`src/hdl/crt_attr_pkg.sv`:
```
package crt_attr_pkg;

	// Register word indexes on the Avalon-MM slave
	localparam logic [1:0] REG_CTRL     = 2'h0;
	localparam logic [1:0] REG_UNDERLN  = 2'h1;
	localparam logic [1:0] REG_INTERVAL = 2'h2;
	localparam logic [1:0] REG_STATUS   = 2'h3;

	// Control register fields
	localparam int CTRL_DMA_EN    = 0;
	localparam int CTRL_BURST_LO  = 1;
	localparam int CTRL_BURST_HI  = 2;
	localparam logic [2:0] CTRL_RESET = 3'h0;

	// Burst size codes: one, two, four or eight characters
	localparam logic [1:0] BURST_1 = 2'h0;
	localparam logic [1:0] BURST_2 = 2'h1;
	localparam logic [1:0] BURST_4 = 2'h2;
	localparam logic [1:0] BURST_8 = 2'h3;
	localparam logic [3:0] LEN_1   = 4'h1;
	localparam logic [3:0] LEN_2   = 4'h2;
	localparam logic [3:0] LEN_4   = 4'h4;
	localparam logic [3:0] LEN_8   = 4'h8;

	localparam logic [3:0] UNDERLN_RESET  = 4'h8;
	localparam logic [7:0] INTERVAL_RESET = 8'h00;

	// Status register fields
	localparam int ST_BLANK = 0;
	localparam int ST_STOP  = 1;
	localparam int ST_REQ   = 2;
	localparam int ST_BLINK = 3;

	// Blink divides the frame rate by 32: phase is bit 4 of frame count
	localparam int BLINK_BIT = 4;

	// Decode tables, nibble per code, {line1, line0, suppress, light}
	localparam logic [63:0] TBL_ABOVE = 64'h0002_0442_4442_4422;
	localparam logic [63:0] TBL_ON    = 64'h0002_0141_18C1_C8C8;
	localparam logic [63:0] TBL_BELOW = 64'h0002_0442_2444_2244;

	localparam logic [3:0] CODE_TOP_LEFT = 4'h0;
	localparam logic [3:0] CODE_TOP_X    = 4'h4;
	localparam logic [3:0] CODE_VERT     = 4'h9;
	localparam logic [3:0] CODE_SPECIAL  = 4'hC;

	typedef enum logic [2:0] {
		DMA_IDLE  = 3'b001,
		DMA_BURST = 3'b010,
		DMA_GAP   = 3'b100
	} dma_state_t;

endpackage : crt_attr_pkg

```
`src/hdl/crt_attribute_decoder.sv`:
```
// What this block does
// - End-of-screen code holds video suppress until the frame ends.
// - Stop-DMA end-of-screen code halts requests for the frame and blanks.
// - DMA requests come singly or in bursts of 2, 4 or 8.
// - Software sets the idle interval between bursts.
// - Code 0000 gives 0010 above, 1000 on, 0100 below underline.
// - Code 0001 gives 0010 above, 1100 on, 0100 below underline.
// - Code 0010 gives 0100 above, 1000 on, 0010 below underline.
// - Code 0011 gives 0100 above, 1100 on, 0010 below underline.
// - Code 0100 gives 0010 above, 0001 on, 0100 below underline.
// - Code 0101 gives 0100 above, 1100 on, 0100 below underline.
// - Code 0110 gives 0100 above, 1000 on, 0100 below underline.
// - Code 0111 gives 0100 above, 0001 on, 0010 below underline.
// - Code 1000 gives 0010 above, 0001 on, 0010 below underline.
// - Code 1001 gives 0100 in every region.
// - Code 1010 gives 0100 above, 0001 on, 0100 below underline.
// - Code 1011 drives all four outputs low everywhere.
// - Code 1100 asserts only video suppress, blanking the position.
// - Codes 1101 to 1111 are illegal; the controller never stores them.
// - Blink bit set makes the position blink.
// - Intensify bit set drives the intensify output.
// - Blink gates video suppress at frame rate divided by 32.
// - Either retrace output active also asserts video suppress.
// - Light enable acts independently of video suppress.
`timescale 1ns/10ps
module crt_attribute_decoder (
	input  wire logic        i_clk,
	input  wire logic        i_rst_n,
	input  wire logic        i_ce,
	input  wire logic [1:0]  i_avs_address,
	input  wire logic        i_avs_read,
	input  wire logic        i_avs_write,
	input  wire logic [31:0] i_avs_writedata,
	output logic      [31:0] o_avs_readdata,
	output logic             o_avs_waitrequest,
	input  wire logic        i_char_valid,
	input  wire logic        i_is_attr,
	input  wire logic [3:0]  i_graphic_attr_code,
	input  wire logic        i_blink_bit,
	input  wire logic        i_intensify_bit,
	input  wire logic [3:0]  i_line_count,
	input  wire logic        i_horiz_retrace,
	input  wire logic        i_vert_retrace,
	input  wire logic        i_frame_end,
	input  wire logic        i_end_screen,
	input  wire logic        i_end_screen_stop,
	input  wire logic        i_dma_ack,
	output logic             o_dma_req,
	output logic             o_video_suppress,
	output logic             o_light_enable_out,
	output logic             o_line_attr_bit0,
	output logic             o_line_attr_bit1,
	output logic             o_intensify_out,
	output logic             o_horiz_retrace_out,
	output logic             o_vert_retrace_out
);

	localparam int BLINK_BIT_W = crt_attr_pkg::BLINK_BIT + 1;

	logic [2:0]                   ctrl_q;
	logic [3:0]                   underln_q;
	logic [7:0]                   interval_q;
	logic                         resp_q;
	logic                         bus_req;
	logic                         blank_q;
	logic                         blank_d;
	logic                         stop_q;
	logic                         stop_d;
	logic [BLINK_BIT_W-1:0]       frame_cnt_q;
	logic                         blink_phase;
	crt_attr_pkg::dma_state_t     state_q;
	logic [3:0]                   beat_q;
	logic [7:0]                   gap_q;
	logic [3:0]                   burst_len;
	logic [63:0]                  table_sel;
	logic [3:0]                   attr_out;
	logic                         is_graphic;
	logic                         attr_vsp;

	// One wait cycle per access keeps read data registered
	// Writes land only on the edge that sees waitrequest low
	assign bus_req = i_avs_read | i_avs_write;
	assign o_avs_waitrequest = bus_req & ~resp_q;

	always_ff @(posedge i_clk)
	begin
		if (!i_rst_n)
			resp_q <= 1'b0;
		else if (i_ce)
			resp_q <= bus_req & ~resp_q;
	end

	always_ff @(posedge i_clk)
	begin
		if (!i_rst_n)
		begin
			ctrl_q     <= crt_attr_pkg::CTRL_RESET;
			underln_q  <= crt_attr_pkg::UNDERLN_RESET;
			interval_q <= crt_attr_pkg::INTERVAL_RESET;
		end
		else if (i_ce && i_avs_write && resp_q)
		begin
			case (i_avs_address)
				crt_attr_pkg::REG_CTRL:
					ctrl_q <= i_avs_writedata[2:0];
				crt_attr_pkg::REG_UNDERLN:
					underln_q <= i_avs_writedata[3:0];
				crt_attr_pkg::REG_INTERVAL:
					interval_q <= i_avs_writedata[7:0];
				default:
					ctrl_q <= ctrl_q;
			endcase
		end
	end

	// Unmapped or status-write accesses are ignored; reads answer zero
	always_ff @(posedge i_clk)
	begin
		if (!i_rst_n)
			o_avs_readdata <= 32'h0000_0000;
		else if (i_ce && i_avs_read && !resp_q)
		begin
			o_avs_readdata <= 32'h0000_0000;
			case (i_avs_address)
				crt_attr_pkg::REG_CTRL:
					o_avs_readdata[2:0] <= ctrl_q;
				crt_attr_pkg::REG_UNDERLN:
					o_avs_readdata[3:0] <= underln_q;
				crt_attr_pkg::REG_INTERVAL:
					o_avs_readdata[7:0] <= interval_q;
				crt_attr_pkg::REG_STATUS:
				begin
					o_avs_readdata[crt_attr_pkg::ST_BLANK] <= blank_q;
					o_avs_readdata[crt_attr_pkg::ST_STOP]  <= stop_q;
					o_avs_readdata[crt_attr_pkg::ST_REQ]   <= o_dma_req;
					o_avs_readdata[crt_attr_pkg::ST_BLINK] <= blink_phase;
				end
				default:
					o_avs_readdata <= 32'h0000_0000;
			endcase
		end
	end

	// frame blank hold
	// Set wins over the frame-end clear so a late code still blanks
	assign blank_d = i_end_screen | i_end_screen_stop |
		(blank_q & ~i_frame_end);
	assign stop_d = i_end_screen_stop | (stop_q & ~i_frame_end);

	always_ff @(posedge i_clk)
	begin
		if (!i_rst_n)
		begin
			blank_q <= 1'b0;
			stop_q  <= 1'b0;
		end
		else if (i_ce)
		begin
			blank_q <= blank_d;
			stop_q  <= stop_d;
		end
	end

	always_ff @(posedge i_clk)
	begin
		if (!i_rst_n)
			frame_cnt_q <= '0;
		else if (i_ce && i_frame_end)
			frame_cnt_q <= frame_cnt_q + 1'b1;
	end
	assign blink_phase = frame_cnt_q[crt_attr_pkg::BLINK_BIT];

	always_comb
	begin
		case (ctrl_q[crt_attr_pkg::CTRL_BURST_HI:crt_attr_pkg::CTRL_BURST_LO])
			crt_attr_pkg::BURST_2: burst_len = crt_attr_pkg::LEN_2;
			crt_attr_pkg::BURST_4: burst_len = crt_attr_pkg::LEN_4;
			crt_attr_pkg::BURST_8: burst_len = crt_attr_pkg::LEN_8;
			default:               burst_len = crt_attr_pkg::LEN_1;
		endcase
	end

	assign o_dma_req = (state_q == crt_attr_pkg::DMA_BURST) & ~stop_q;

	always_ff @(posedge i_clk)
	begin
		if (!i_rst_n)
		begin
			state_q <= crt_attr_pkg::DMA_IDLE;
			beat_q  <= '0;
			gap_q   <= '0;
		end
		else if (i_ce)
		begin
			case (state_q)
				crt_attr_pkg::DMA_IDLE:
					if (ctrl_q[crt_attr_pkg::CTRL_DMA_EN] && !stop_q)
					begin
						state_q <= crt_attr_pkg::DMA_BURST;
						beat_q  <= burst_len;
					end
				crt_attr_pkg::DMA_BURST:
					if (stop_q)
						state_q <= crt_attr_pkg::DMA_IDLE;
					else if (i_dma_ack)
					begin
						beat_q <= beat_q - 1'b1;
						if (beat_q == crt_attr_pkg::LEN_1)
						begin
							gap_q   <= interval_q;
							state_q <= (interval_q == '0) ?
								crt_attr_pkg::DMA_IDLE :
								crt_attr_pkg::DMA_GAP;
						end
					end
				crt_attr_pkg::DMA_GAP:
				begin
					gap_q <= gap_q - 1'b1;
					if (gap_q == 8'h01)
						state_q <= crt_attr_pkg::DMA_IDLE;
				end
				default:
					state_q <= crt_attr_pkg::DMA_IDLE;
			endcase
		end
	end

	always_comb
	begin
		if (i_line_count < underln_q)
			table_sel = crt_attr_pkg::TBL_ABOVE;
		else if (i_line_count == underln_q)
			table_sel = crt_attr_pkg::TBL_ON;
		else
			table_sel = crt_attr_pkg::TBL_BELOW;
	end

	// blank code; illegal codes read zero
	assign attr_out   = table_sel[{i_graphic_attr_code, 2'b00} +: 4];
	assign is_graphic = i_char_valid & i_is_attr;
	assign attr_vsp   = is_graphic &
		(attr_out[1] | (i_blink_bit & blink_phase));

	always_ff @(posedge i_clk)
	begin
		if (!i_rst_n)
		begin
			o_video_suppress    <= 1'b0;
			o_light_enable_out  <= 1'b0;
			o_line_attr_bit0    <= 1'b0;
			o_line_attr_bit1    <= 1'b0;
			o_intensify_out     <= 1'b0;
			o_horiz_retrace_out <= 1'b0;
			o_vert_retrace_out  <= 1'b0;
		end
		else if (i_ce)
		begin
			o_video_suppress <= i_horiz_retrace | i_vert_retrace |
				blank_d | attr_vsp;
			o_light_enable_out  <= is_graphic & attr_out[0];
			o_line_attr_bit0    <= is_graphic & attr_out[2];
			o_line_attr_bit1    <= is_graphic & attr_out[3];
			o_intensify_out     <= is_graphic & i_intensify_bit;
			o_horiz_retrace_out <= i_horiz_retrace;
			o_vert_retrace_out  <= i_vert_retrace;
		end
	end

	hold_blank_a: assert property (
		@(posedge i_clk) disable iff (!i_rst_n)
		(i_ce && i_end_screen) ##1 (!i_ce || !i_frame_end)[*2]
		|-> o_video_suppress && blank_q)
		else $error("blank not held after end-of-screen");

	stop_dma_a: assert property (
		@(posedge i_clk) disable iff (!i_rst_n)
		(i_ce && i_end_screen_stop) |=> !o_dma_req && o_video_suppress)
		else $error("request seen after stop code");

	burst_len_a: assert property (
		@(posedge i_clk) disable iff (!i_rst_n)
		(state_q == crt_attr_pkg::DMA_BURST &&
		$past(state_q) == crt_attr_pkg::DMA_IDLE) |-> beat_q == burst_len)
		else $error("burst length mismatch");

	gap_load_a: assert property (
		@(posedge i_clk) disable iff (!i_rst_n)
		(state_q == crt_attr_pkg::DMA_GAP &&
		$past(state_q) == crt_attr_pkg::DMA_BURST)
		|-> gap_q == interval_q && !o_dma_req)
		else $error("gap not loaded from interval");

	corner_decode_a: assert property (
		@(posedge i_clk) disable iff (!i_rst_n)
		(i_ce && is_graphic && !i_blink_bit &&
		i_graphic_attr_code == crt_attr_pkg::CODE_TOP_LEFT &&
		i_line_count == underln_q) |=>
		o_line_attr_bit1 && !o_line_attr_bit0 && !o_light_enable_out)
		else $error("top left corner wrong on underline");

	top_x_a: assert property (
		@(posedge i_clk) disable iff (!i_rst_n)
		(i_ce && is_graphic &&
		i_graphic_attr_code == crt_attr_pkg::CODE_TOP_X &&
		i_line_count == underln_q) |=>
		o_light_enable_out && !o_line_attr_bit1 && !o_line_attr_bit0)
		else $error("top intersect wrong on underline");

	vert_line_a: assert property (
		@(posedge i_clk) disable iff (!i_rst_n)
		(i_ce && is_graphic &&
		i_graphic_attr_code == crt_attr_pkg::CODE_VERT) |=>
		o_line_attr_bit0 && !o_line_attr_bit1 && !o_light_enable_out)
		else $error("vertical line wrong");

	special_code_a: assert property (
		@(posedge i_clk) disable iff (!i_rst_n)
		(i_ce && is_graphic &&
		i_graphic_attr_code == crt_attr_pkg::CODE_SPECIAL) |=>
		o_video_suppress && !o_line_attr_bit0 &&
		!o_line_attr_bit1 && !o_light_enable_out)
		else $error("special code not blank");

	retrace_blank_a: assert property (
		@(posedge i_clk) disable iff (!i_rst_n)
		(i_ce && (i_horiz_retrace || i_vert_retrace)) |=>
		o_video_suppress)
		else $error("retrace without suppress");

	intensify_out_a: assert property (
		@(posedge i_clk) disable iff (!i_rst_n)
		(i_ce && is_graphic && i_intensify_bit) |=> o_intensify_out)
		else $error("intensify not driven");

endmodule : crt_attribute_decoder

```
`config.mk`:
```
export PLATFORM = sky130hd
export DESIGN_NAME = crt_attribute_decoder
export DESIGN_NICKNAME = d
export VERILOG_FILES = /design/src/hdl/crt_attr_pkg.sv /design/src/hdl/crt_attribute_decoder.sv
export SDC_FILE = /design/constraint.sdc
export NUM_CORES = 1
export LEC_CHECK = 0
export BUFFER_PORTS_ARGS = -buffer_cell sky130_fd_sc_hd__buf_2
export CAP_MARGIN = 20
export CORE_MARGIN = 4
export CORE_UTILIZATION = 40
export DETAILED_ROUTE_END_ITERATION = 7
export PLACE_DENSITY = 0.73
export SETUP_SLACK_MARGIN = 0.4
export SLEW_MARGIN = 25
export SYNTH_ARGS = -nofsm -noshare
export SYNTH_HDL_FRONTEND = slang
export SYNTH_SLANG_ARGS = --single-unit
```
`constraint.sdc`:
```
create_clock -name i_clk -period 2.7 [get_ports i_clk]
set_input_delay 0.54 -clock i_clk [delete_from_list [all_inputs] [get_ports i_clk]]
set_output_delay 0.54 -clock i_clk [all_outputs]
set_load 0.05 [all_outputs]
```
Word level (Yosys, flattened, before mapping)
Index checks and enable logic that the tools add are counted.

$add $sub $neg: 3. Multiply operators: 0. Divide/modulo/power cells: 0. Order comparisons: 1. Equality and inequality tests: 19. Shift operators: 1. Muxes and demuxes: 21. Bitwise logic cells: 22. Reduce and logical (&&, ||, !) cells: 18.

Operator list (number): two-way mux 43 bit (2); variable part select 64 x 7 -> 4 bit (1); two-way mux 8 bit (3); two-way mux 3 bit (6); two-way mux 4 bit (4); case mux 8 bit (2 select lines) (1); AND reduction 5 bit (3); case mux 3 bit (4 select lines) (1); case mux 4 bit (3 select lines) (1); bitwise AND 1 bit (11); case mux 3 bit (3 select lines) (1); equality test 2 bit, second input constant (4); equality test 8 x 1 -> 1 bit, second input constant (1); zero test 8 bit (1); != test 2 bit, second input constant (4); OR 1 bit (8); case mux 4 bit (2 select lines) (1); subtractor 8 x 1 -> 8 bit, second input constant (1); logical AND 1 bit (6); AND reduction 2 bit (3); adder 5 x 1 -> 5 bit, second input constant (1); equality test 2 x 1 -> 1 bit, second input constant (2); equality test 4 x 1 -> 1 bit, second input constant (1); equality test 4 bit (1); 13 further kinds (17).

Register bits: 53. Latch bits: 0. Bits in writable memories: 0. ROM bits: 0. Bits of input ports: 57. Output and inout bits: 41. Word-level logic and storage cells: 103. Memories kept: 0.

Depth between registers and ports, before layout
Word-level depth: 7. Gate-level depth with buffers: 8. Mapped depth without buffers: 7.

Least setup slack after synthesis
OpenSTA, ideal clock, no wires.

Kind: input to register. Start: input port i_line_count[3]. End: register o_line_attr_bit0. Library setup time: 0.134 ns. Arrival time: 2.048 ns. Required time: 2.566 ns. Setup slack: 0.517 ns. Stages on the path: 5. Path buffers: 0. Cell sequence: ha_1 > a21o_1 > o31ai_1 > a311oi_1 > or4_1.

Cells in the longest elaborated chain, start to end: 5. Elaborated cells on any way between the ends: 6. Those cells by class: 1 x order compare; 1 x eq/ne; 1 x shift; 2 x mux; 1 x bitwise.

Ends and longest elaborated chain: start: declaration (line crt_attribute_decoder.sv:41) `input wire logic [3:0] i_line_count,`; branches (longest 2 deep; another with < comparator 4 bit); two-way mux 43 bit * (line crt_attribute_decoder.sv:230) `if (i_line_count < underln_q)`; variable part select 64 x 7 -> 4 bit * (line crt_attribute_decoder.sv:239) `assign attr_out = table_sel[{i_graphic_attr_code, 2'b00} +: 4];`; bitwise AND 1 bit * (line crt_attribute_decoder.sv:261) `o_line_attr_bit0 <= is_graphic & attr_out[2];`; end signal: assignment (line crt_attribute_decoder.sv:261); end: declaration (line crt_attribute_decoder.sv:51) `output logic o_line_attr_bit0,`.

Mark *: on every way between the ends. A chain may end at the register's enable or synchronous reset.

Worst setup path after layout
Start: register state_q[2]. End: output port o_dma_req.

Cells in the longest elaborated chain, start to end: 2.

Ends and longest elaborated chain: start: declaration (line crt_attribute_decoder.sv:71) `crt_attr_pkg::dma_state_t state_q;`; start signal: assignment (line crt_attribute_decoder.sv:189) `state_q <= crt_attr_pkg::DMA_IDLE;`; start signal: assignment (line crt_attribute_decoder.sv:199) `state_q <= crt_attr_pkg::DMA_BURST;`; start signal: assignment (line crt_attribute_decoder.sv:204) `state_q <= crt_attr_pkg::DMA_IDLE;`; equality test 3 x 2 -> 1 bit (line crt_attribute_decoder.sv:183) `assign o_dma_req = (state_q == crt_attr_pkg::DMA_BURST) & ~stop_q;`; bitwise AND 1 bit (line crt_attribute_decoder.sv:183); end: declaration (line crt_attribute_decoder.sv:48) `output logic o_dma_req,`.

No other way between the ends.

==> impl_metrics.ini <==
[outcome]
outcome = finished, final reports clean

[flow_run]
cap_violations = 0

[layout]
layout_commonest_cell = dfxtp_1
drive_gt1_share_pct = 19.1
area_growth_syn_to_layout_pct = 11.4
fillers = 707
multi_input_area_um2 = 1770
register_area_um2 = 1060
fin_nets = 473
diodes = 0
final_cell_mix = dfxtp_1, nor2_1, buf_2, nand2_1, a21oi_1

[logic_synthesis]
synth-main-ff-cell = dfxtp_1
synth_edf_count = 0
ys_seq_elements = 53
synth_xor_area_share_pct = 1.43
syn_area_per_cell_um2 = 8.28
syn_inst = 369
ys_types = 59
synth_top_family_by_area = simple AND/OR/NAND/NOR gates
synth_simple_gate_area_share_pct = 23.7
synth_adder_area_share_pct = 3.69
yosysSeqAreaShare_pct = 34.7
yosysWarnings = 0
synth_area_um2 = 3060
async_reset_ff_share_pct = 0
muxShareOfSynthArea_pct = 8.80
synth_compound_area_share_pct = 17.1

[sta]
setup_ws_ns = 0.480
period_share_pct = 82.2
drv_slew = 0
fin_crit_ns = 2.22
hold_viol_final = 0
rsz0062_at_grt = false
fmax_mhz = 450
setup-violations-final = 0
whs_ns = 0.459
tns_ns = 0
slew_headroom_pct = 45.9
worstMarginPinSlew_ns = 0.805
finalClockSkew_ns = 0.00946

[detailed_routing]
wirelength_mm = 7.11
route.detailed.drc = 0
drt-wirelength-per-cell_um = 14.0
drt_iter0_drc = 114
antenna_left = 0
first_pass_iters = 4
via_per_inst = 5.36
routed-via-count = 2720

[floorplanning]
num_rows = 31
initial_core_util_pct = 41.7
pin_count = 98
die_h_um = 95.4
dieArea_um2 = 9100
die_w_um = 95.4
coreArea_um2 = 7330

[clock_tree]
cts.root.buffer_cell = clkbuf_8
clk_latency_ns = 0.31
cts_setup_buffers = 0
cts_num_sinks = 53
cts_buffer_depth = 2
cts.clk_slew.worst_paths_ns = 0.10
cts-htree-levels = 2
cts_tree = built
cts_buffers = 5

[critical_path]
cp-start-kind = flop
critPathTopFamily = simple AND/OR/NAND/NOR gates
cp-end-kind = output port
cp.buffers_inverters = 2
crit_type = reg -> out
crit_chain = or4b_4, inv_1, clkbuf_4
cp.required_ns = 2.16
crit_path_max_incr_delay_ns = 0.60
critical_path.startpoint = state_q[2]
crit_fanout = 10
cp.arrival_ns = 1.68
timing.rr.start = underln_q[3]
critPathSlowestCell = or4b_4

[power_and_ir_drop]
total_power_mw = 1.66
powerDensity_nw_per_um2 = 487
leakage_nw = 1.39
ir_drop_mv = 0.271

[global_route]
grt_pass1_wl_mm = 11.5
antenna_found_initial = 0
grt_max_degree = 36
grt_pass1_vias = 2522
grt_usage_pct = 15.7
overflow = 0

[place]
dpl.hpwl_mm = 5.36
place_congestion = 0.826
place_ws_ns = 0.212
portBuffers = 49

[worst_hold_path]
hold_class = reg -> reg
hp-start = o_avs_readdata[1]
cells in the mapped netlist, types with 2 or more instances:
cell type	number	share of area, %
buf_4	24	5.9
and3_1	4	0.82
a22o_1	2	0.57
dfxtp_1	53	35
nand3b_1	5	1.2
a31oi_1	6	1.2
o211ai_1	5	1.2
o32ai_1	2	0.57
buf_2	6	0.98
inv_1	12	1.5
nand3_1	12	2.0
clkbuf_1	11	1.4
mux2i_1	19	6.2
nor2_1	48	5.9
xor2_1	4	1.1
ha_1	9	3.7
mux4_2	3	2.2
a311oi_1	2	0.57
nand2_1	34	4.2
or2_2	2	0.41
nor3_1	8	1.3
nor2b_1	6	1.2
a22oi_1	2	0.49
or3b_2	2	0.57
buf_1	2	0.25
a21oi_1	30	4.9
nor3b_1	5	1.2
nor4_1	4	0.82
or3_1	3	0.61
o21ai_0	14	2.3
nor3b_2	2	0.82
metrics by stage:
step                utilization (%)  cells  cell area (um^2)
global placement               44.7    499              3280
CTS                            46.3    507              3400
detailed placement             44.7    499              3280
global route                   46.4    507              3400
finish                         46.4    507              3400
floorplan                         -    392              3140
kinds of logic (layout without fill, tap and decap cells):
family,count (synthesis),after routing
xor gates and xnor gates,5,5
and+or+nand+nor,144,144
AOI/OAI and AO/OA,77,77
muxes,23,23
buffers and inverters,57,73
DFF,53,53
other,1,24
adders and majority gates,9,9
area by class of cell:
cell class / count / share of cell area, %
multi-input cells: 282 / 51.9
flip-flops and latches: 53 / 31.2
repair buffers: 52 / 8.31
well taps: 99 / 3.64
clock buffers: 6 / 2.43
inverters: 13 / 1.43
clock inverters: 2 / 1.10
flip-flops by register name, summed over array words and instances (netlist names), 3 cells and up:
| signal | flops |
|---|---|
| gap_q | 8 |
| interval_q | 8 |
| o_avs_readdata | 8 |
| frame_cnt_q | 5 |
| beat_q | 4 |
| underln_q | 4 |
| ctrl_q | 3 |
| state_q | 3 |
report_power, final:
group          switching [mW]  internal [mW]
logic                   0.193         0.0767
registers              0.0195          0.798
clock network           0.270          0.302
timing repair:
item | CTS | global route
gates resized for setup | 0 | 3
hold buffers | 0 | 0
setup endpoints to repair | 0 | 3
per-layer routing:
| metal | GRT usage (%) | wire, um |
|---|---|---|
| met5 | 0 | 0 |
| met4 | 5.45 | 110 |
| met3 | 3.00 | 488 |
| met2 | 26.8 | 3530 |
| met1 | 19.8 | 2980 |
path summary, 6_finish.rpt:
kind,end,slack (ns),depth (start not counted)
max reg2reg,o_line_attr_bit0,0.60,6
min reg2reg,o_avs_readdata[1],0.46,2
max,o_dma_req,0.48,3
min,o_avs_readdata[1],0.46,2
worst min-delay path: stages, from the launching register on:
cell,delay (ns)
dfxtp_1,0.32
nand2_1,0.05
a21oi_1,0.05
Note: power is estimated with default switching activity, not from simulation.
